### config.mk
export PLATFORM = sky130hd
export DESIGN_NAME = sfpu_top
export DESIGN_NICKNAME = d
export VERILOG_FILES = /design/src/sfpu_div.v /design/src/sfpu_round.v /design/src/sfpu_top.v
export VERILOG_INCLUDE_DIRS = /design/src
export SDC_FILE = /design/constraint.sdc
export NUM_CORES = 2
export LEC_CHECK = 0
export ABC_AREA = 0
export BUFFER_PORTS_ARGS = -buffer_cell sky130_fd_sc_hd__buf_2
export CAP_MARGIN = 20
export CORE_AREA = 8 8 348 350
export CTS_CLUSTER_DIAMETER = 200
export CTS_CLUSTER_SIZE = 28
export DETAILED_ROUTE_END_ITERATION = 8
export DIE_AREA = 0 0 356 358
export PLACE_DENSITY = 0.54
export SKIP_CTS_REPAIR_TIMING = 1
export SLEW_MARGIN = 20
export SYNTH_ARGS = -nofsm -noshare
export SYNTH_HDL_FRONTEND = slang
export SYNTH_HIERARCHICAL = 1
export SYNTH_SLANG_ARGS = --single-unit
### constraint.sdc
create_clock -name pclk -period 40.5 [get_ports pclk]
set_input_delay 4.05 -clock pclk [delete_from_list [all_inputs] [get_ports pclk]]
set_output_delay 4.05 -clock pclk [all_outputs]
set_load 0.01 [all_outputs]
### src/sfpu_defs.vh
// constants shared by the single precision floating point unit
`ifndef SFPU_DEFS_VH
`define SFPU_DEFS_VH

// ----------------------------------------------------------------
// operation codes
// ----------------------------------------------------------------
`define SFPU_OP_ADD 4'h0
`define SFPU_OP_SUB 4'h1
`define SFPU_OP_MUL 4'h2
`define SFPU_OP_DIV 4'h3
`define SFPU_OP_LT 4'h8
`define SFPU_OP_EQ 4'h9
`define SFPU_OP_LE 4'ha
`define SFPU_OP_GT 4'hb
`define SFPU_OP_NE 4'hc
`define SFPU_OP_GE 4'hd
`define SFPU_OP_UN 4'he
`define SFPU_OP_CMP_BIT 3

// ----------------------------------------------------------------
// register map
// ----------------------------------------------------------------
`define SFPU_REG_CTRL 12'h000
`define SFPU_REG_STATUS 12'h004
`define SFPU_REG_RESULT 12'h008
`define SFPU_CTRL_RST 5'h00
`define SFPU_STATUS_RST 5'h00
`define SFPU_BUSY_BIT 8

// ----------------------------------------------------------------
// status flag positions
// ----------------------------------------------------------------
`define SFPU_FL_UF 0
`define SFPU_FL_OF 1
`define SFPU_FL_INV 2
`define SFPU_FL_DZ 3
`define SFPU_FL_DEN 4
`define SFPU_FL_W 5

// ----------------------------------------------------------------
// number format
// ----------------------------------------------------------------
`define SFPU_SIGN 31
`define SFPU_EXP_HI 30
`define SFPU_EXP_LO 23
`define SFPU_FRAC_HI 22
`define SFPU_QUIET_BIT 22
`define SFPU_EXP_ONES 8'hff
`define SFPU_EXP_OVF 12'h0ff
`define SFPU_BIAS 12'h07f
`define SFPU_DIV_BIAS 12'h07e
`define SFPU_QNAN 32'hffc00000
`define SFPU_TRUE 32'h00000001
`define SFPU_FALSE 32'h00000000

// ----------------------------------------------------------------
// working mantissa
// ----------------------------------------------------------------
`define SFPU_MSB 49
`define SFPU_MSB_POS 6'h31
`define SFPU_LEAD 12'h030
`define SFPU_GUARD 25
`define SFPU_ALIGN_MAX 8'h19
`define SFPU_DIV_STEPS 5'h1b

`endif

### src/sfpu_div.v
// iterative restoring divider for significands
`default_nettype none
`include "sfpu_defs.vh"

module sfpu_div (
  // clock and reset
  input wire pclk,
  input wire presetn,
  input wire ce,
  // request
  input wire start,
  input wire [23:0] dividend,
  input wire [23:0] divisor,
  // answer
  output reg done,
  output reg [26:0] quot,
  output wire sticky
);

  reg [24:0] rem;
  reg [4:0] cnt;
  reg run;

  assign sticky = (rem != 25'h0000000);

  // ----------------------------------------------------------------
  // one quotient bit per cycle
  // ----------------------------------------------------------------
  always @(posedge pclk or negedge presetn) begin
    if (!presetn) begin
      rem <= 25'h0000000;
      cnt <= 5'h00;
      run <= 1'b0;
      done <= 1'b0;
      quot <= 27'h0000000;
    end else if (ce) begin
      done <= 1'b0;
      if (start) begin
        rem <= {1'b0, dividend};
        cnt <= `SFPU_DIV_STEPS;
        run <= 1'b1;
        quot <= 27'h0000000;
      end else if (run) begin
        if (rem >= {1'b0, divisor}) begin
          rem <= {rem[23:0] - divisor, 1'b0};
          quot <= {quot[25:0], 1'b1};
        end else begin
          rem <= {rem[23:0], 1'b0};
          quot <= {quot[25:0], 1'b0};
        end
        cnt <= cnt - 5'h01;
        if (cnt == 5'h01) begin
          run <= 1'b0;
          done <= 1'b1;
        end
      end
    end
  end

endmodule // sfpu_div
`default_nettype wire

### src/sfpu_round.v
// normalise, round to nearest even and pack a working mantissa
`default_nettype none
`include "sfpu_defs.vh"

module sfpu_round (
  // unpacked value
  input wire sign,
  input wire [11:0] exp_in,
  input wire [`SFPU_MSB:0] mant,
  // packed result
  output reg [31:0] result,
  output reg overflow,
  output reg underflow
);

  // ----------------------------------------------------------------
  // leading one search
  // ----------------------------------------------------------------
  function [5:0] sfpu_lead;
    input [`SFPU_MSB:0] v;
    integer i;
    begin
      sfpu_lead = 6'h00;
      for (i = 0; i <= `SFPU_MSB; i = i + 1) begin
        if (v[i]) begin
          sfpu_lead = i[5:0];
        end
      end
    end
  endfunction

  reg [5:0] pos;
  reg [`SFPU_MSB:0] norm;
  reg [11:0] exp_n;
  reg rnd;
  reg [24:0] sig;

  // ----------------------------------------------------------------
  // normalise and round
  // ----------------------------------------------------------------
  always @* begin
    pos = sfpu_lead(mant);
    norm = mant << (`SFPU_MSB_POS - pos);
    exp_n = exp_in + {6'h00, pos} - `SFPU_LEAD;
    rnd = norm[`SFPU_GUARD] & (norm[`SFPU_GUARD+1] | (|norm[`SFPU_GUARD-1:0]));
    sig = {2'b01, norm[`SFPU_MSB-1:`SFPU_GUARD+1]} + {24'h000000, rnd};
    if (sig[24]) begin
      exp_n = exp_n + 12'h001;
    end
    overflow = 1'b0;
    underflow = 1'b0;
    if (mant == {(`SFPU_MSB+1){1'b0}}) begin
      result = {sign, 31'h00000000};
    end else if (!exp_n[11] && exp_n >= `SFPU_EXP_OVF) begin
      overflow = 1'b1;
      result = {sign, `SFPU_EXP_ONES, 23'h000000};
    end else if (exp_n[11] || exp_n == 12'h000) begin
      underflow = 1'b1;
      result = {sign, 31'h00000000};
    end else begin
      result = {sign, exp_n[7:0], sig[22:0]};
    end
  end

endmodule // sfpu_round
`default_nettype wire

### src/sfpu_top.v
// single precision floating point execution unit with apb status access
`default_nettype none
`include "sfpu_defs.vh"

module sfpu_top (
  // clock, reset, enable
  input wire pclk,
  input wire presetn,
  input wire ce,
  // apb slave
  input wire psel,
  input wire penable,
  input wire pwrite,
  input wire [11:0] paddr,
  input wire [31:0] pwdata,
  output reg [31:0] prdata,
  output wire pready,
  output wire pslverr,
  // issue from the pipeline
  input wire issue_valid,
  input wire [3:0] issue_op,
  input wire [4:0] issue_rd,
  input wire [31:0] issue_ra,
  input wire [31:0] issue_rb,
  output wire issue_ready,
  // write back to the general registers
  output reg wb_valid,
  output reg [4:0] wb_rd,
  output reg [31:0] wb_data,
  // hardware exception
  output reg exc_valid,
  output reg [`SFPU_FL_W-1:0] exc_cause
);

  // ----------------------------------------------------------------
  // state
  // ----------------------------------------------------------------
  localparam ST_IDLE = 3'b001;
  localparam ST_CALC = 3'b010;
  localparam ST_DIV = 3'b100;

  reg [2:0] state;
  reg [2:0] next_state;
  reg [3:0] op;
  reg [4:0] rd;
  reg [31:0] opa;
  reg [31:0] opb;
  reg [`SFPU_FL_W-1:0] exc_en;
  reg [`SFPU_FL_W-1:0] fp_status_reg;
  reg [31:0] last_result;

  // ----------------------------------------------------------------
  // operand fields and classes
  // ----------------------------------------------------------------
  wire sa = opa[`SFPU_SIGN];
  wire sb = opb[`SFPU_SIGN];
  wire [7:0] ea = opa[`SFPU_EXP_HI:`SFPU_EXP_LO];
  wire [7:0] eb = opb[`SFPU_EXP_HI:`SFPU_EXP_LO];
  wire [22:0] fa = opa[`SFPU_FRAC_HI:0];
  wire [22:0] fb = opb[`SFPU_FRAC_HI:0];
  wire a_nan = (ea == `SFPU_EXP_ONES) && (fa != 23'h000000);
  wire b_nan = (eb == `SFPU_EXP_ONES) && (fb != 23'h000000);
  wire a_inf = (ea == `SFPU_EXP_ONES) && (fa == 23'h000000);
  wire b_inf = (eb == `SFPU_EXP_ONES) && (fb == 23'h000000);
  wire a_zero = (ea == 8'h00) && (fa == 23'h000000);
  wire b_zero = (eb == 8'h00) && (fb == 23'h000000);
  wire a_den = (ea == 8'h00) && (fa != 23'h000000);
  wire b_den = (eb == 8'h00) && (fb != 23'h000000);
  wire any_snan = (a_nan && !fa[`SFPU_QUIET_BIT]) || (b_nan && !fb[`SFPU_QUIET_BIT]);
  wire [23:0] ma = {ea != 8'h00, fa};
  wire [23:0] mb = {eb != 8'h00, fb};
  wire is_cmp = op[`SFPU_OP_CMP_BIT];
  wire sbe = sb ^ (op == `SFPU_OP_SUB);
  wire sx = sa ^ sb;

  // ----------------------------------------------------------------
  // magnitude comparison, used by the adder and the comparisons
  // ----------------------------------------------------------------
  function sfpu_mag_lt;
    input [30:0] x;
    input [30:0] y;
    begin
      sfpu_mag_lt = (x < y);
    end
  endfunction

  // ----------------------------------------------------------------
  // adder alignment
  // ----------------------------------------------------------------
  wire swap = sfpu_mag_lt(opa[30:0], opb[30:0]);
  wire [7:0] e_big = swap ? eb : ea;
  wire [7:0] e_small = swap ? ea : eb;
  wire [23:0] m_big = swap ? mb : ma;
  wire [23:0] m_small = swap ? ma : mb;
  wire s_big = swap ? sbe : sa;
  wire [7:0] e_diff = e_big - e_small;
  wire [`SFPU_MSB:0] w_big = {1'b0, m_big, 25'h0000000};
  wire [`SFPU_MSB:0] w_small_full = {1'b0, m_small, 25'h0000000};
  reg [`SFPU_MSB:0] w_small;
  reg [`SFPU_MSB:0] w_sum;

  always @* begin
    if (e_diff > `SFPU_ALIGN_MAX) begin
      w_small = {{`SFPU_MSB{1'b0}}, m_small != 24'h000000};
    end else begin
      w_small = w_small_full >> e_diff;
    end
    if (sa == sbe) begin
      w_sum = w_big + w_small;
    end else begin
      w_sum = w_big - w_small;
    end
  end

  // ----------------------------------------------------------------
  // multiplier and divider
  // ----------------------------------------------------------------
  wire [47:0] prod = ma * mb;
  wire div_done;
  wire [26:0] div_quot;
  wire div_sticky;
  reg div_start;

  sfpu_div u_div (
    .pclk(pclk),
    .presetn(presetn),
    .ce(ce),
    .start(div_start),
    .dividend(ma),
    .divisor(mb),
    .done(div_done),
    .quot(div_quot),
    .sticky(div_sticky)
  );

  // ----------------------------------------------------------------
  // datapath select and rounding
  // ----------------------------------------------------------------
  reg r_sign;
  reg [11:0] r_exp;
  reg [`SFPU_MSB:0] r_mant;
  wire [31:0] rnd_result;
  wire rnd_of;
  wire rnd_uf;

  always @* begin
    case (op)
      `SFPU_OP_MUL: begin
        r_sign = sx;
        r_exp = {4'h0, ea} + {4'h0, eb} - `SFPU_BIAS;
        r_mant = {prod, 2'b00};
      end
      `SFPU_OP_DIV: begin
        r_sign = sx;
        r_exp = {4'h0, ea} - {4'h0, eb} + `SFPU_DIV_BIAS;
        r_mant = {div_quot, div_sticky, 22'h000000};
      end
      default: begin
        r_sign = (w_sum == {(`SFPU_MSB+1){1'b0}}) ? (sa & sbe) : s_big;
        r_exp = {4'h0, e_big};
        r_mant = w_sum;
      end
    endcase
  end

  sfpu_round u_round (
    .sign(r_sign),
    .exp_in(r_exp),
    .mant(r_mant),
    .result(rnd_result),
    .overflow(rnd_of),
    .underflow(rnd_uf)
  );

  // ----------------------------------------------------------------
  // comparisons
  // ----------------------------------------------------------------
  wire any_nan = a_nan || b_nan;
  wire both_zero = a_zero && b_zero;
  wire c_eq = (opa == opb) || both_zero;
  wire c_lt = !both_zero && ((sa != sb) ? sa :
              (sa ? sfpu_mag_lt(opb[30:0], opa[30:0]) : sfpu_mag_lt(opa[30:0], opb[30:0])));
  reg c_true;

  always @* begin
    case (op)
      `SFPU_OP_LT: c_true = !any_nan && c_lt;
      `SFPU_OP_EQ: c_true = !any_nan && c_eq;
      `SFPU_OP_LE: c_true = !any_nan && (c_lt || c_eq);
      `SFPU_OP_GT: c_true = !any_nan && !c_lt && !c_eq;
      `SFPU_OP_NE: c_true = !any_nan && !c_eq;
      `SFPU_OP_GE: c_true = !any_nan && !c_lt;
      `SFPU_OP_UN: c_true = any_nan;
      default: c_true = 1'b0;
    endcase
  end

  // ----------------------------------------------------------------
  // special operands and final result
  // ----------------------------------------------------------------
  reg spec;
  reg [31:0] res;
  reg [`SFPU_FL_W-1:0] fl;

  always @* begin
    spec = 1'b1;
    res = `SFPU_QNAN;
    fl = {`SFPU_FL_W{1'b0}};
    if (a_den || b_den) begin
      fl[`SFPU_FL_DEN] = 1'b1;
      res = is_cmp ? `SFPU_FALSE : `SFPU_QNAN;
    end else if (is_cmp) begin
      fl[`SFPU_FL_INV] = any_snan;
      res = c_true ? `SFPU_TRUE : `SFPU_FALSE;
    end else if (any_nan) begin
      fl[`SFPU_FL_INV] = any_snan;
      res = `SFPU_QNAN;
    end else begin
      case (op)
        `SFPU_OP_MUL: begin
          if ((a_inf && b_zero) || (a_zero && b_inf)) begin
            fl[`SFPU_FL_INV] = 1'b1;
          end else if (a_inf || b_inf) begin
            res = {sx, `SFPU_EXP_ONES, 23'h000000};
          end else begin
            spec = 1'b0;
          end
        end
        `SFPU_OP_DIV: begin
          if ((a_zero && b_zero) || (a_inf && b_inf)) begin
            fl[`SFPU_FL_INV] = 1'b1;
          end else if (a_inf) begin
            res = {sx, `SFPU_EXP_ONES, 23'h000000};
          end else if (b_zero) begin
            fl[`SFPU_FL_DZ] = 1'b1;
            res = {sx, `SFPU_EXP_ONES, 23'h000000};
          end else if (b_inf) begin
            res = {sx, 31'h00000000};
          end else begin
            spec = 1'b0;
          end
        end
        default: begin
          if (a_inf && b_inf && (sa != sbe)) begin
            fl[`SFPU_FL_INV] = 1'b1;
          end else if (a_inf) begin
            res = {sa, `SFPU_EXP_ONES, 23'h000000};
          end else if (b_inf) begin
            res = {sbe, `SFPU_EXP_ONES, 23'h000000};
          end else begin
            spec = 1'b0;
          end
        end
      endcase
    end
    if (!spec) begin
      res = rnd_result;
      fl[`SFPU_FL_OF] = rnd_of;
      fl[`SFPU_FL_UF] = rnd_uf;
    end
  end

  // ----------------------------------------------------------------
  // sequencing
  // ----------------------------------------------------------------
  wire finish = ((state == ST_CALC) && !(op == `SFPU_OP_DIV && !spec)) ||
                ((state == ST_DIV) && div_done);
  wire [`SFPU_FL_W-1:0] trap = fl & exc_en;

  assign issue_ready = ce && (state == ST_IDLE);

  always @* begin
    next_state = state;
    div_start = 1'b0;
    case (state)
      ST_IDLE: begin
        if (issue_valid) begin
          next_state = ST_CALC;
        end
      end
      ST_CALC: begin
        if (op == `SFPU_OP_DIV && !spec) begin
          div_start = 1'b1;
          next_state = ST_DIV;
        end else begin
          next_state = ST_IDLE;
        end
      end
      ST_DIV: begin
        if (div_done) begin
          next_state = ST_IDLE;
        end
      end
      default: next_state = ST_IDLE;
    endcase
  end

  always @(posedge pclk or negedge presetn) begin
    if (!presetn) begin
      state <= ST_IDLE;
      op <= `SFPU_OP_ADD;
      rd <= 5'h00;
      opa <= 32'h00000000;
      opb <= 32'h00000000;
      wb_valid <= 1'b0;
      wb_rd <= 5'h00;
      wb_data <= 32'h00000000;
      exc_valid <= 1'b0;
      exc_cause <= {`SFPU_FL_W{1'b0}};
      last_result <= 32'h00000000;
    end else if (ce) begin
      state <= next_state;
      wb_valid <= 1'b0;
      exc_valid <= 1'b0;
      if (state == ST_IDLE && issue_valid) begin
        op <= issue_op;
        rd <= issue_rd;
        opa <= issue_ra;
        opb <= issue_rb;
      end
      if (finish) begin
        last_result <= res;
        wb_rd <= rd;
        wb_data <= res;
        wb_valid <= (trap == {`SFPU_FL_W{1'b0}});
        exc_valid <= (trap != {`SFPU_FL_W{1'b0}});
        exc_cause <= trap;
      end
    end
  end

  // ----------------------------------------------------------------
  // apb registers
  // ----------------------------------------------------------------
  wire apb_wr = psel && penable && pwrite && ce;
  wire hit_ctrl = (paddr == `SFPU_REG_CTRL);
  wire hit_status = (paddr == `SFPU_REG_STATUS);
  wire hit_result = (paddr == `SFPU_REG_RESULT);
  wire [`SFPU_FL_W-1:0] st_set = finish ? fl : {`SFPU_FL_W{1'b0}};
  wire [`SFPU_FL_W-1:0] st_clr = (apb_wr && hit_status) ?
                                 pwdata[`SFPU_FL_W-1:0] : {`SFPU_FL_W{1'b0}};
  reg [31:0] rd_mux;

  assign pready = ce;
  assign pslverr = psel && penable && !(hit_ctrl || hit_status || hit_result);

  always @* begin
    rd_mux = 32'h00000000;
    if (hit_ctrl) begin
      rd_mux[`SFPU_FL_W-1:0] = exc_en;
    end else if (hit_status) begin
      rd_mux[`SFPU_FL_W-1:0] = fp_status_reg;
      rd_mux[`SFPU_BUSY_BIT] = (state != ST_IDLE);
    end else if (hit_result) begin
      rd_mux = last_result;
    end
  end

  always @(posedge pclk or negedge presetn) begin
    if (!presetn) begin
      exc_en <= `SFPU_CTRL_RST;
      fp_status_reg <= `SFPU_STATUS_RST;
      prdata <= 32'h00000000;
    end else if (ce) begin
      if (psel && !penable) begin
        prdata <= rd_mux;
      end
      if (apb_wr && hit_ctrl) begin
        exc_en <= pwdata[`SFPU_FL_W-1:0];
      end
      fp_status_reg <= (fp_status_reg & ~st_clr) | st_set;
    end
  end

endmodule // sfpu_top
`default_nettype wire

### Word level (Yosys, flattened, before mapping)

Cells that the tools add are included.

* register bits: 221
* latch bits: 0
* RAM bits: 0
* memory bits (read-only): 0
* input port bits: 124
* output and inout port bits: 79
* logic and storage cells: 303
* memories kept: 0

* add/subtract/negate cells: 14
* multipliers: 1
* divide/modulo/power cells: 0
* $lt $le $gt $ge: 5
* eq/ne operators: 25
* shift-type cells: 2
* multiplexer cells: 146
* bitwise operators: 9
* reduce and logical (&&, ||, !) cells: 83

Operators with widths (number)
* $mux W32: 15
* $mux W5: 22
* $mux W6: 18
* $logic_not A50 Y1: 2
* $mux W50: 2
* $pmux W50 S2: 1
* $mux W31: 3
* $mux W27: 3
* $mux W25: 3
* $pmux W32 S2: 1
* $lt A31 B31 Y1: 2
* $add A49 B50 Y50: 1
* $shl A50 B6 Y49: 1
* $shr A49 B8 Y50: 1
* $sub A49 B50 Y50: 1
* $mul A24 B24 Y48: 1
* $mux W24: 2
* $mux W1: 47
* $logic_not A23 Y1: 2
* $reduce_bool A23 Y1: 2
* $logic_and A1 B1 Y1: 35
* $eq A32 B32 Y1: 1
* $mux W4: 8
* $eq A4 B4 Y1 const B: 7
* 58 further kinds: 104

### Depth between registers and ports, before layout

* depth in word-level cells: 73
* gate-level depth with buffers: 81
* depth with buffers taken out: 67

### Modules after synthesis

Netlist, hierarchy kept.

By module, submodules not included
* sfpu_top: instances 1, cells each 4224, area each 34973.5 um^2, seq. area each 4055.1 um^2
* sfpu_round: instances 1, cells each 1027, area each 6775.2 um^2, seq. area each 0.0 um^2
* sfpu_div: instances 1, cells each 478, area each 4078.9 um^2, seq. area each 1476.4 um^2

### Worst setup path before layout

No wires, ideal clock.

* path type: register to register
* start point: reg opb[27]
* end point: reg wb_valid
* setup time: 121 ps
* arrival time: 14955 ps
* data required time: 40379 ps
* slack: 25424 ps
* stages on the path, launching flop included: 78
* path buffers: 16
* period minus slack after synthesis: 15076 ps
* path through: dfrtp_1 -> clkbuf_1 -> inv_1 -> ha_1 -> buf_4 -> and3_1 -> buf_2 -> nand2_1 -> o221ai_2 -> nor2_1 -> nand2_1 -> clkbuf_1 -> o21a_1 -> ha_1 -> or4_1 -> o221a_1 -> and2_1 -> buf_4 -> [42 not listed] -> clkbuf_1 -> mux4_2 -> mux2i_1 -> mux2_2 -> and2_1 -> ha_1 -> inv_1 -> a211oi_2 -> nand3_2 -> or3_1 -> buf_4 -> mux2i_4 -> buf_4 -> nor2b_1 -> a22o_1 -> nand2_1 -> and4b_1 -> a22o_1

* elaborated cells between the ends (all ways): 144
* classes of those cells: add/sub: 12; mul: 1; order compare: 3; eq/ne: 1; shift: 2; mux: 91; bitwise: 3; reduce/logical: 31

RTL lines
* start, declared: RTL line sfpu_top.v:47 `reg [31:0] opb;`
* start signal, assigned: RTL line sfpu_top.v:319 `opb <= issue_rb;`
* $lt A31 B31 Y1: RTL line sfpu_top.v:83 `sfpu_mag_lt = (x < y);`
* $mux W8, on equally long branches: RTL line sfpu_top.v:91, sfpu_top.v:92
* $sub A8 B8 Y8: RTL line sfpu_top.v:96 `wire [7:0] e_diff = e_big - e_small;`
* $shr A49 B8 Y50 / $gt A8 B5 Y1 (equally long branches)
* $mux W50: RTL line sfpu_top.v:103 `` if (e_diff > `SFPU_ALIGN_MAX) begin ``
* $sub A49 B50 Y50 / $add A49 B50 Y50 (equally long branches): RTL line sfpu_top.v:111, sfpu_top.v:109
* $mux W50: RTL line sfpu_top.v:108 `if (sa == sbe) begin`
* $pmux W50 S2 (*): RTL line sfpu_top.v:147 `case (op)`
* net r_mant[47]: RTL line sfpu_top.v:141 `` reg [`SFPU_MSB:0] r_mant; ``
* [11 not listed]
* $logic_and A1 B1 Y1 (no source line)
* $mux W1: RTL line sfpu_round.v:54 `` end else if (!exp_n[11] && exp_n >= `SFPU_EXP_OVF) begin ``
* $mux W1 (*): RTL line sfpu_round.v:52 `` if (mant == {(`SFPU_MSB+1){1'b0}}) begin ``
* net rnd_of: RTL line sfpu_top.v:143 `wire rnd_of;`
* $mux W2 (*): RTL line sfpu_top.v:256 `if (!spec) begin`
* $and A5 B5 Y5 (*): RTL line sfpu_top.v:268 `` wire [`SFPU_FL_W-1:0] trap = fl & exc_en; ``
* $logic_not A5 Y1 (*): RTL line sfpu_top.v:325 `` wb_valid <= (trap == {`SFPU_FL_W{1'b0}}); ``
* $mux W1 (*): RTL line sfpu_top.v:321 `if (finish) begin`
* end signal, assigned: RTL line sfpu_top.v:325
* end, declared: RTL line sfpu_top.v:27 `output reg wb_valid,`

Mark *: on every way through the listed nets, which the timed path passes. The rest lies on a longest branch.
A chain may end at the register's enable or synchronous reset.

### Worst setup path in the final report

* start point: reg opa[9]
* end point: reg wb_valid

* elaborated cells between the ends (all ways): 136
* classes of those cells: add/sub: 8; mul: 1; order compare: 3; shift: 2; mux: 88; bitwise: 3; reduce/logical: 31

RTL lines
* start, declared: RTL line sfpu_top.v:46 `reg [31:0] opa;`
* start signal, assigned: RTL line sfpu_top.v:318 `opa <= issue_ra;`
* $lt A31 B31 Y1: RTL line sfpu_top.v:83
* $mux W8, on equally long branches: RTL line sfpu_top.v:91, sfpu_top.v:92
* $sub A8 B8 Y8: RTL line sfpu_top.v:96
* $shr A49 B8 Y50 / $gt A8 B5 Y1 (equally long branches)
* $mux W50: RTL line sfpu_top.v:103
* $sub A49 B50 Y50 / $add A49 B50 Y50 (equally long branches): RTL line sfpu_top.v:111, sfpu_top.v:109
* $mux W50: RTL line sfpu_top.v:108
* $pmux W50 S2 (*): RTL line sfpu_top.v:147
* net r_mant[46]: RTL line sfpu_top.v:141
* [12 not listed]
* $logic_and A1 B1 Y1 (no source line)
* $mux W1: RTL line sfpu_round.v:54
* $mux W1 (*): RTL line sfpu_round.v:52
* net rnd_of: RTL line sfpu_top.v:143
* $mux W2 (*): RTL line sfpu_top.v:256
* $and A5 B5 Y5 (*): RTL line sfpu_top.v:268
* $logic_not A5 Y1 (*): RTL line sfpu_top.v:325
* $mux W1 (*): RTL line sfpu_top.v:321

Marks and branches as above.

==> metrics.yaml <==
status: "completed"
synth_area_um2: 45800
first_iter_violations: 3769
synth.distinct_cells: 117
syn2layout_area_growth_pct: 5.81
ys_async_sr_fraction: 1.00
grt_usage: 0.272
syn_nets: 6681
grt_pass1_wl_um: 269000
gp_congestion: 1.02
synth_edf_count: 0
start_kind: "flop"
rsz0062_at_grt: "false"
grt-ovfl-total: 0
grt_max_degree: 94
vias_per_cell: 5.99
drv_slew: 0
hold_violations: 0
die_h_um: 358
worstSetupPathType: "reg -> reg"
ys_ff_latch: 221
path_clk_slew_ns: 0.12
ant_nets: 0
first_pass_iters: 6
critPathSlowestCell: "dfrtp_1"
drive_gt1_frac: 0.102
grt_pass1_vias: 42700
syn_area_per_cell_um2: 8.00
r2r_setup_slack_ns: 20.81
cts_sinks: 221
endpoint: "wb_valid"
synthesis.instances: 5729
crit_fanout: 45
post-place-ws_ns: 21.26
fillerInstances: 12100
holdPathStages: 2
fin_skew_ns: 0.0153
critPathMostFrequentCell: "buf_4"
ys.flop_type: "dfrtp_1"
root_buffer: "clkbuf_16"
nets: 6610
drt-total-wl_um: 178000
reg2reg_from: "opa[9]"
avgRoutedWirePerCell_um: 24.8
numCtsBuffers: 12
pin_count: 203
cts_tree: "yes"
max_cap_violations: 0
cp.required_ns: 40.99
worstMarginPinSlew_ns: 1.21
cp_slowest_stage_delay_ns: 1.14
dp_hpwl_um: 135000
worst_r2r_endpoint: "wb_valid"
finalSetupViolations: 0
n_antenna_cell: 0
via_count: 43000
initial_core_util: 0.397
layout_commonest_cell: "nand2_1"
io_buffers: 175
setup_tns_ns: 0
cts_max_path_buffers: 3
core_area_um2: 115000
yosysWarnings: 6
die_area_um2: 127000
crit_path_end_kind: "flop"
route.detailed.drc: 0
fin_ws_ns: 20.81
layout_common_cells: "nand2_1, inv_1, fa_1"
hold_path.class: "reg -> reg"
period_needed_ns: 19.69
slew_headroom: 0.185
htree_levels: 1
cp-startpoint: "opa[9]"
die_w_um: 356
ys_seq_area_frac: 0.121
fin_hold_ws_ns: 0.481
clock_latency_ns: 0.55
critical_path_arrival_ns: 20.17
core.rowCount: 125
reg2regPathDepth: 69
antenna_found_initial: 4
max_freq_mhz: 50.8
min_period_over_period: 0.486
## stage by stage
step	area, µm²	utilization	instances
2_1_floorplan	45800	-	5729
3_3_place_gp	48100	0.417	7167
3_5_place_dp	48100	0.417	7168
4_1_cts	48500	0.420	7188
5_1_grt	48500	0.420	7188
6_report	48500	0.420	7188
## critical path, delay by kind of cell (launching register included)
family | cells | cell delay [ns]
AOI/OAI and AO/OA | 30 | 7.35
xor gates and xnor gates | 2 | 0.38
adders and majority gates | 5 | 1.74
buffers and inverters | 10 | 2.91
DFF | 1 | 1.14
muxes | 2 | 0.96
and+or+nand+nor | 20 | 4.94
## worst min-delay path by stage
stage / startpoint / endpoint / slack [ns]
after floorplan: rd[0] / wb_rd[0] / 0.43
after global placement: rd[4] / wb_rd[4] / 0.44
after detailed placement: rd[1] / wb_rd[1] / 0.45
after CTS: rd[1] / wb_rd[1] / 0.48
after global routing: prdata[8] / prdata[8] / 0.51
final: rd[1] / wb_rd[1] / 0.48
## layer usage
layer | track usage | share of wire | wire [µm] | up-vias
met1 | 0.355 | 0.41 | 73700 | 21400
met3 | 0.0345 | 0.071 | 12700 | 400
met2 | 0.459 | 0.47 | 83700 | 1794
met5 | 0 | 0.00015 | 27 | -
met4 | 0.0999 | 0.045 | 8050 | 4
li1 | - | - | - | 19400
## cell usage after synthesis (all sizes together) (97+ instances only)
cell / n / area, µm²
nor2: 298 / 1130
dfrtp: 220 / 5510
fa: 487 / 9750
and2: 192 / 1200
inv: 699 / 2620
nand3: 159 / 828
o21ai: 279 / 1400
ha: 341 / 4270
a21oi: 319 / 1600
nor3: 97 / 485
mux2: 101 / 1140
clkbuf: 297 / 1120
xnor2: 105 / 927
nand2: 820 / 3080
## cell type report
class	count	area, µm²	share of cell area
clock buffer	15	333	0.00686
clock inverter	5	63.8	0.00132
inverter	701	2630	0.0543
multi-input combinational	4417	36200	0.746
sequential	221	5530	0.114
tap	1524	1910	0.0393
timing repair buffer	305	1860	0.0383
## kinds of logic (layout without fill, tap and decap cells)
group	count (synthesis)	after routing	share of synthesized area
AO/OA/AOI/OAI	1255	1255	0.182
XOR/XNOR	154	154	0.0296
adder cells (fa/ha/maj)	828	828	0.306
buffers and inverters	1091	1026	0.0930
flip-flops	221	221	0.121
multiplexers	227	227	0.0636
AND/OR/NAND/NOR	1953	1953	0.205
Power is left out: the tool's default activity adds up to more than one toggle a clock period on the data nets, which glitch-free logic cannot reach.
